<file path="config.mk">
export PLATFORM = sky130hd
export DESIGN_NAME = rivp_top
export DESIGN_NICKNAME = d
export VERILOG_FILES = /design/src/rivp_pkg.sv /design/src/rivp_top.sv /design/src/rivp_prio.sv
export SDC_FILE = /design/constraint.sdc
export NUM_CORES = 1
export LEC_CHECK = 0
export ABC_CLOCK_PERIOD_IN_PS = 2100
export BUFFER_PORTS_ARGS = -buffer_cell sky130_fd_sc_hd__buf_4
export CAP_MARGIN = 10
export CORE_MARGIN = 4
export CORE_UTILIZATION = 52
export DETAILED_ROUTE_END_ITERATION = 10
export PLACE_DENSITY = 0.82
export SKIP_LAST_GASP = 1
export SLEW_MARGIN = 5
export SYNTH_ARGS = -nofsm -noshare
export SYNTH_HDL_FRONTEND = slang
export SYNTH_SLANG_ARGS = --single-unit
</file>
<file path="constraint.sdc">
create_clock -name clk -period 2.1 [get_ports clk]
set_input_delay 0.315 -clock clk [delete_from_list [all_inputs] [get_ports clk]]
set_output_delay 0.315 -clock clk [all_outputs]
set_load 0.1 [all_outputs]
</file>
<file path="src/rivp_pkg.sv">
// Shared constants and carrier types for the reset and interrupt vector placement block
package rivp_pkg;
   localparam int ADDR_W = 12;
   localparam int N_SRC = 18;
   localparam int SRC_W = 5;
   localparam logic [ADDR_W-1:0] RESET_VEC = 12'h000;
   // Source order: ext0, ext1, t2 cmp, t2 ovf, t1 capt, t1 cmpa, t1 cmpb, t1 ovf, t0 ovf,
   // serial transfer, rx, tx empty, tx done, adc, eeprom, comparator, two-wire, program store
   localparam logic [N_SRC-1:0][ADDR_W-1:0] VEC_TABLE = {
      12'h012, 12'h011, 12'h010, 12'h00f, 12'h00e,
      12'h00d, 12'h00c, 12'h00b, 12'h00a,
      12'h009, 12'h008, 12'h007, 12'h006, 12'h005, 12'h004, 12'h003,
      12'h002, 12'h001};
   localparam logic FUSE_PROGRAMMED = 1'b0;
   localparam logic [2:0] UNLOCK_CYCLES = 3'h4;
   localparam logic [1:0] RST_SETTLE = 2'h3;

   typedef struct packed {
      logic select;
      logic unlock;
   } rivp_ctrl_t;

   typedef struct packed {
      logic fuse_s1;
      logic fuse_s2;
      logic [1:0] rst_cnt;
      logic rst_valid;
      logic [ADDR_W-1:0] rst_addr;
      logic sel;
      logic [2:0] unlock_left;
      logic wait_instr;
      logic vec_valid;
      logic [ADDR_W-1:0] vec_addr;
      logic [SRC_W-1:0] vec_src;
      logic [N_SRC-1:0] ack;
   } rivp_state_t;
endpackage : rivp_pkg

</file>
<file path="src/rivp_top.sv">
// Reset and interrupt vector address generator with relocatable table
// Operation
// - One reset vector at 0x000 for pin, power-on, brown-out and watchdog reset.
// - External request zero vectors at 0x001, request one at 0x002.
// - Timer vectors occupy 0x003 to 0x009 in the fixed timer order.
// - Serial vectors occupy 0x00A to 0x00D in the fixed serial order.
// - Converter, eeprom, comparator, two-wire, program store vectors at 0x00E to 0x012.
// - Programmed boot-reset fuse starts execution at the boot reset address.
// - Select bit set adds boot section start to every interrupt vector.
// - Reset at 0x000 or boot address; vectors from 0x001 or boot plus 0x001.
// - Fuse value 1 means unprogrammed, 0 means programmed.
// - Vector fetched only for an enabled source that requests service.
// - Unused slots of the other section are never fetched.
// - Interrupts blocked from unlock until after next instruction, else four cycles.
`timescale 1ns/1ps
module rivp_top #(
   parameter int ADDR_W = rivp_pkg::ADDR_W,
   parameter int N_SRC = rivp_pkg::N_SRC
) (
   // Clock and reset
   input wire logic clk,
   input wire logic reset,
   // Straps
   input wire logic boot_reset_fuse,
   input wire logic [ADDR_W-1:0] boot_reset_addr,
   // Peripheral requests, already gated by their own enables
   input wire logic [N_SRC-1:0] irq_req,
   output logic [N_SRC-1:0] irq_ack,
   // Control writes from the core
   input wire logic ctrl_wr,
   input wire rivp_pkg::rivp_ctrl_t ctrl_wdata,
   // Core handshake
   input wire logic core_irq_enable,
   input wire logic core_instr_done,
   input wire logic core_reset_taken,
   input wire logic core_vector_taken,
   output logic reset_fetch_valid,
   output logic [ADDR_W-1:0] reset_fetch_addr,
   output logic vector_valid,
   output logic [ADDR_W-1:0] vector_addr,
   // Status
   output logic vector_table_in_boot,
   output logic vector_change_unlock,
   output logic irq_blocked
);
   rivp_pkg::rivp_state_t q;
   rivp_pkg::rivp_state_t next_q;
   logic req_any;
   logic [rivp_pkg::SRC_W-1:0] req_idx;
   logic blocked;
   logic fuse_programmed;
   logic reset_entry_now;
   logic unlock_write;
   logic select_write;
   logic instr_release;
   logic take_now;
   logic grant_now;
   logic [ADDR_W-1:0] slot_addr [N_SRC];
   logic [N_SRC-1:0] slot_granted;

   rivp_prio #(
      .N(N_SRC),
      .W(rivp_pkg::SRC_W)
   ) u_prio (
      .req(irq_req),
      .any(req_any),
      .idx(req_idx)
   );

   assign blocked = (q.unlock_left != 3'h0) || q.wait_instr;

   // Table address of every source, moved into the boot section when selected
   genvar s;
   generate
      for (s = 0; s < N_SRC; s++)
      begin : g_slot
         assign slot_addr[s] = q.sel ? ADDR_W'(boot_reset_addr + rivp_pkg::VEC_TABLE[s])
                                     : ADDR_W'(rivp_pkg::VEC_TABLE[s]);
         assign slot_granted[s] = q.vec_valid && (int'(q.vec_src) == s);
      end
   endgenerate

   assign fuse_programmed = (q.fuse_s2 == rivp_pkg::FUSE_PROGRAMMED);
   assign reset_entry_now = (q.rst_cnt == 2'h1);
   assign unlock_write = ctrl_wr && ctrl_wdata.unlock;
   // A write with unlock clear counts only inside the window
   assign select_write = ctrl_wr && !ctrl_wdata.unlock && (q.unlock_left != 3'h0);
   assign instr_release = q.wait_instr && core_instr_done;
   assign take_now = q.vec_valid && core_vector_taken;
   assign grant_now = !q.vec_valid && !q.rst_valid && !blocked && core_irq_enable && req_any;

   always_comb
   begin
      next_q = q;
      next_q.ack = '0;
      next_q.fuse_s1 = boot_reset_fuse;
      next_q.fuse_s2 = q.fuse_s1;

      // Reset entry chosen once the fuse has passed the synchroniser
      if (q.rst_cnt != 2'h0)
      begin
         next_q.rst_cnt = q.rst_cnt - 2'h1;
      end
      if (reset_entry_now)
      begin
         next_q.rst_valid = 1'b1;
         if (fuse_programmed)
         begin
            next_q.rst_addr = boot_reset_addr;
         end
         else
         begin
            next_q.rst_addr = rivp_pkg::RESET_VEC;
         end
      end
      if (q.rst_valid && core_reset_taken)
      begin
         next_q.rst_valid = 1'b0;
      end

      // Timed select change
      if (unlock_write)
      begin
         next_q.unlock_left = rivp_pkg::UNLOCK_CYCLES;
      end
      else if (select_write)
      begin
         next_q.sel = ctrl_wdata.select;
         next_q.unlock_left = 3'h0;
         next_q.wait_instr = 1'b1;
      end
      else if (q.unlock_left != 3'h0)
      begin
         next_q.unlock_left = q.unlock_left - 3'h1;
      end
      if (instr_release)
      begin
         next_q.wait_instr = 1'b0;
      end

      // Vector grant; the global enable is only read, never changed
      if (take_now)
      begin
         next_q.vec_valid = 1'b0;
         next_q.ack = slot_granted;
      end
      else if (grant_now)
      begin
         next_q.vec_valid = 1'b1;
         next_q.vec_src = req_idx;
         next_q.vec_addr = slot_addr[req_idx];
      end
   end

   always_ff @(posedge clk or posedge reset)
   begin
      if (reset)
      begin
         q <= '0;
         q.rst_cnt <= rivp_pkg::RST_SETTLE;
      end
      else
      begin
         q <= next_q;
      end
   end

   assign irq_ack = q.ack;
   assign reset_fetch_valid = q.rst_valid;
   assign reset_fetch_addr = q.rst_addr;
   assign vector_valid = q.vec_valid;
   assign vector_addr = q.vec_addr;
   assign vector_table_in_boot = q.sel;
   assign vector_change_unlock = (q.unlock_left != 3'h0);
   assign irq_blocked = blocked;
endmodule : rivp_top

</file>
<file path="src/rivp_prio.sv">
// Lowest-index-first priority encoder for the interrupt requests
`timescale 1ns/1ps
module rivp_prio #(
   parameter int N = 19,
   parameter int W = 5
) (
   // Requests
   input wire logic [N-1:0] req,
   // Result
   output logic any,
   output logic [W-1:0] idx
);
   logic [N:0] lower_any;
   logic [N-1:0] win;

   assign lower_any[0] = 1'b0;
   genvar i;
   generate
      for (i = 0; i < N; i++)
      begin : g_bit
         assign win[i] = req[i] & ~lower_any[i];
         assign lower_any[i+1] = lower_any[i] | req[i];
      end
   endgenerate

   assign any = lower_any[N];

   always_comb
   begin
      idx = '0;
      for (int k = 0; k < N; k++)
      begin
         if (win[k])
         begin
            idx = W'(k);
         end
      end
   end
endmodule : rivp_prio

</file>
==> out/qor.csv <==
stage,metric,value,unit
run_status,status,"complete, but fails checks",
run_status,failing checks,setup timing,
finish,most frequent cells in the layout,"buf_4, nand2_1, nor2_1",
sta,Slew Limit Headroom,0.506,
route,Via density,6.26,
route,DRT Pass-1 Iters,7,
global_routing,vias in the first global route,5854,
clock_network,CTS Root Cell,clkbuf_8,
floorplanning,DIE AREA,11500,um^2
sta,Worst Max-Slew Pin Slew,0.739,ns
route,via count,6308,
global_routing,grt peak-use layer,met2,
logic_synthesis,post-synthesis cell count,673,
route,DR iter-0 viols,636,
sta,skew final,0.0159,ns
sta,final setup fails,11,
critical_path,CP Buf/Inv Count,2,
critical_path,"delay-heaviest family, CP",simple AND/OR/NAND/NOR gates,
route,Routed WL,21.1,mm
floorplanning,Die W,107,um
finish,total inserted antenna cells,0,
critical_path,Setup crit start kind,input port,
sta,max-slew violation total from the final report,0,
logic_synthesis,Post-Synthesis Cell Area,5110,um^2
pwr,PD cells,788,nW/um^2
global_routing,Total GRT Usage,0.345,
critical_path,Worst Path Arrival,2.67,ns
critical_path,critical path's slowest cell,or4_4,
critical_path,crit-path max FO,8,
logic_synthesis,Seq cells post-synth,58,
clock_network,later-pin clock latency in the skew report,0.35,ns
sta,Achievable Freq,417,MHz
critical_path,CP endpoint kind,flip-flop,
pwr,leak pwr,0.00348,uW
logic_synthesis,Async SR Flop Fraction,1.00,
logic_synthesis,Mapped Nets,734,
clock_network,Sink Count,58,
finish,"commonest non-fill, non-tap cell in the layout",buf_4,
critical_path,CP max stage delay,0.50,ns
logic_synthesis,"area leader, netlist",dfrtp_1,
logic_synthesis,synth unique cells,69,
route,drt wl/cell,20.9,um
logic_synthesis,"Avg Cell Area, Syn",7.59,um^2
route,antenna-violating nets left,0,
sta,final worst slack,-0.299,ns
finish,area delta synth->final,51.6,%
logic_synthesis,Post-synth EDFFs,0,
global_routing,met2 Use GR,0.591,
clock_network,CTS tree,done,
sta,final worst-path cycle share,1.14,
floorplanning,row count,35,
sta,min cycle time layout,2.40,ns
logic_synthesis,post-synthesis sequential area ratio,0.285,
floorplanning,# IOs,87,
placement,pre-CTS setup slack,-0.619,ns
floorplanning,die height,107,um
clock_network,CTS buffer count,9,
placement,Placed Cells,970,
placement,port buffer count,86,
logic_synthesis,Synth warnings,0,
clock_network,clock transition at the registers of the reported paths,0.09,ns
logic_synthesis,post-synth top area share,0.274,
logic_synthesis,Main synth FF type,dfrtp_1,
global_routing,M1 GR Usage,0.454,
pwr,overall power,6100,uW
critical_path,crit path cell chain,"buf_8, nor4_4, nand3_2, a211oi_4, buf_6, o31ai_4, o21a_2, or4_4, nand3b_1, o32ai_4, a21oi_2",
global_routing,grt met3 use,0.0421,
finish,share of cells above drive strength 1,0.430,
global_routing,initial antenna violation count,0,
sta,final hold violation count,0,
floorplanning,core area,9420,um^2
route,DRC Markers,0,
clock_network,H-tree depth,3,
critical_path,CP Class,in -> reg,
finish,final cell count without fillers,1008,
logic_synthesis,Synth area leaders,"dfrtp_1, buf_4, nand2_1, ha_1, a21oi_1",
placement,HPWL after detailed placement,15.1,mm
sta,RSZ-0062 raised after global routing,true,
critical_path,data required time at the worst endpoint,2.37,ns
min_path,HP Class,in -> async,
finish,# nets final,935,
global_routing,largest net degree at the start of global routing,36,
global_routing,global-route wire length before repair,31.3,mm
flow_run,Max Cap Viol,0,
clock_network,clk buf depth,2,
placement,GP Congestion,0.952,
floorplanning,Initial Util,0.542,
global_routing,GR Overflow Total,0,
pwr,Max VDD drop,0.772,mV
## layer usage
metal,vias up,part of all wire,wire length [um]
met4,0,0.048,1010
met1,2999,0.38,8010
met5,-,0,0
met3,98,0.089,1870
met2,419,0.48,10200
li1,2792,-,-
## stage by stage
step           hold slack [ns]  setup TNS [ns]  cell area, um^2  utilization
2_1_floorplan            0.331           -2.93             5230            -
3_3_place_gp             0.336           -5.46             6820        0.725
5_1_grt                 0.0563           -2.51             7740        0.822
6_report                0.0101           -1.85             7740        0.822
4_1_cts                 0.0363           -1.45             7410        0.787
3_5_place_dp             0.343           -6.15             6820        0.725
## cells by family (layout without fill, tap and decap cells)
family / count (synthesis) / after routing / share of synthesized area
buffers and inverters: 123 / 328 / 0.122
and+or+nand+nor: 244 / 245 / 0.230
AOI/OAI and AO/OA: 194 / 194 / 0.253
DFF: 58 / 58 / 0.285
xor gates and xnor gates: 23 / 23 / 0.0394
muxes: 10 / 10 / 0.0198
adders and majority gates: 21 / 21 / 0.0514
## synth_stat cells, types with 3 or more instances
| library cell | instances |
|---|---|
| clkbuf_1 | 38 |
| nor2b_1 | 6 |
| nand2b_1 | 3 |
| nor3b_1 | 3 |
| nand2_1 | 77 |
| o211ai_1 | 8 |
| o32ai_1 | 3 |
| a211o_1 | 3 |
| ha_1 | 21 |
| a311oi_1 | 3 |
| a21oi_1 | 48 |
| buf_1 | 3 |
| o31a_1 | 3 |
| nand4_1 | 10 |
| nor4_1 | 5 |
| and3_1 | 9 |
| a311o_1 | 4 |
| xor2_1 | 4 |
| o22ai_1 | 6 |
| nor3_1 | 22 |
| dfrtp_1 | 56 |
| o31ai_1 | 9 |
| a221oi_1 | 4 |
| a31oi_1 | 11 |
| o221ai_1 | 4 |
| buf_4 | 42 |
| nor2_1 | 59 |
| a21o_1 | 3 |
| o21ai_0 | 44 |
| nand3_1 | 29 |
| a211oi_1 | 6 |
| nand3b_1 | 3 |
| mux2i_1 | 9 |
| o21a_1 | 3 |
| xnor2_1 | 19 |
| inv_1 | 36 |
| o21ai_1 | 4 |
| or3_1 | 6 |
| o2111ai_1 | 9 |
## flip-flops by register name, summed over array words and instances (netlist names)
register,cells
vector_addr,12
vector_valid,1
vector_table_in_boot,1
reset_fetch_addr,12
q,12
reset_fetch_valid,1
irq_ack,18
next_q,1
## where the power goes
| part | leakage [uW] | switching [uW] | internal [uW] |
|---|---|---|---|
| clock network | 0.000106 | 529 | 678 |
| registers | 0.000701 | 197 | 1300 |
| logic | 0.00268 | 2330 | 1060 |
| total | 0.00348 | 3060 | 3050 |
## timing repair
action / in CTS / in global routing
resized for setup: 55 / 61
hold buffers: 0 / 0
endpoints found under the setup margin: 11 / 12
gates cloned: 1 / 0
pin swaps: 34 / 31
buffers inserted: 13 / 9
## cell type report
cell class | instances | area [um^2]
inverter | 38 | 146
tap | 129 | 161
multi-input combinational | 493 | 3550
clock inverter | 7 | 101
clock buffer | 9 | 124
sequential | 58 | 1460
fill | 578 | 1670
timing repair buffer | 274 | 2200
## path summary, 6_finish.rpt
path                       slack [ns]               to  depth (start not counted)            start
setup / recovery                -0.30  vector_addr[11]                         11       irq_req[4]
hold / removal                   0.01            q[39]                          2            reset
setup reg to reg                -0.20  vector_addr[11]                         10            q[38]
hold reg to reg                  0.37            q[56]                          0       next_q[56]
max in group asynchronous        1.51   vector_addr[7]                          3            reset
min in group clk                 0.07       next_q[56]                          1  boot_reset_fuse
Note: power is estimated with default switching activity, not from simulation.
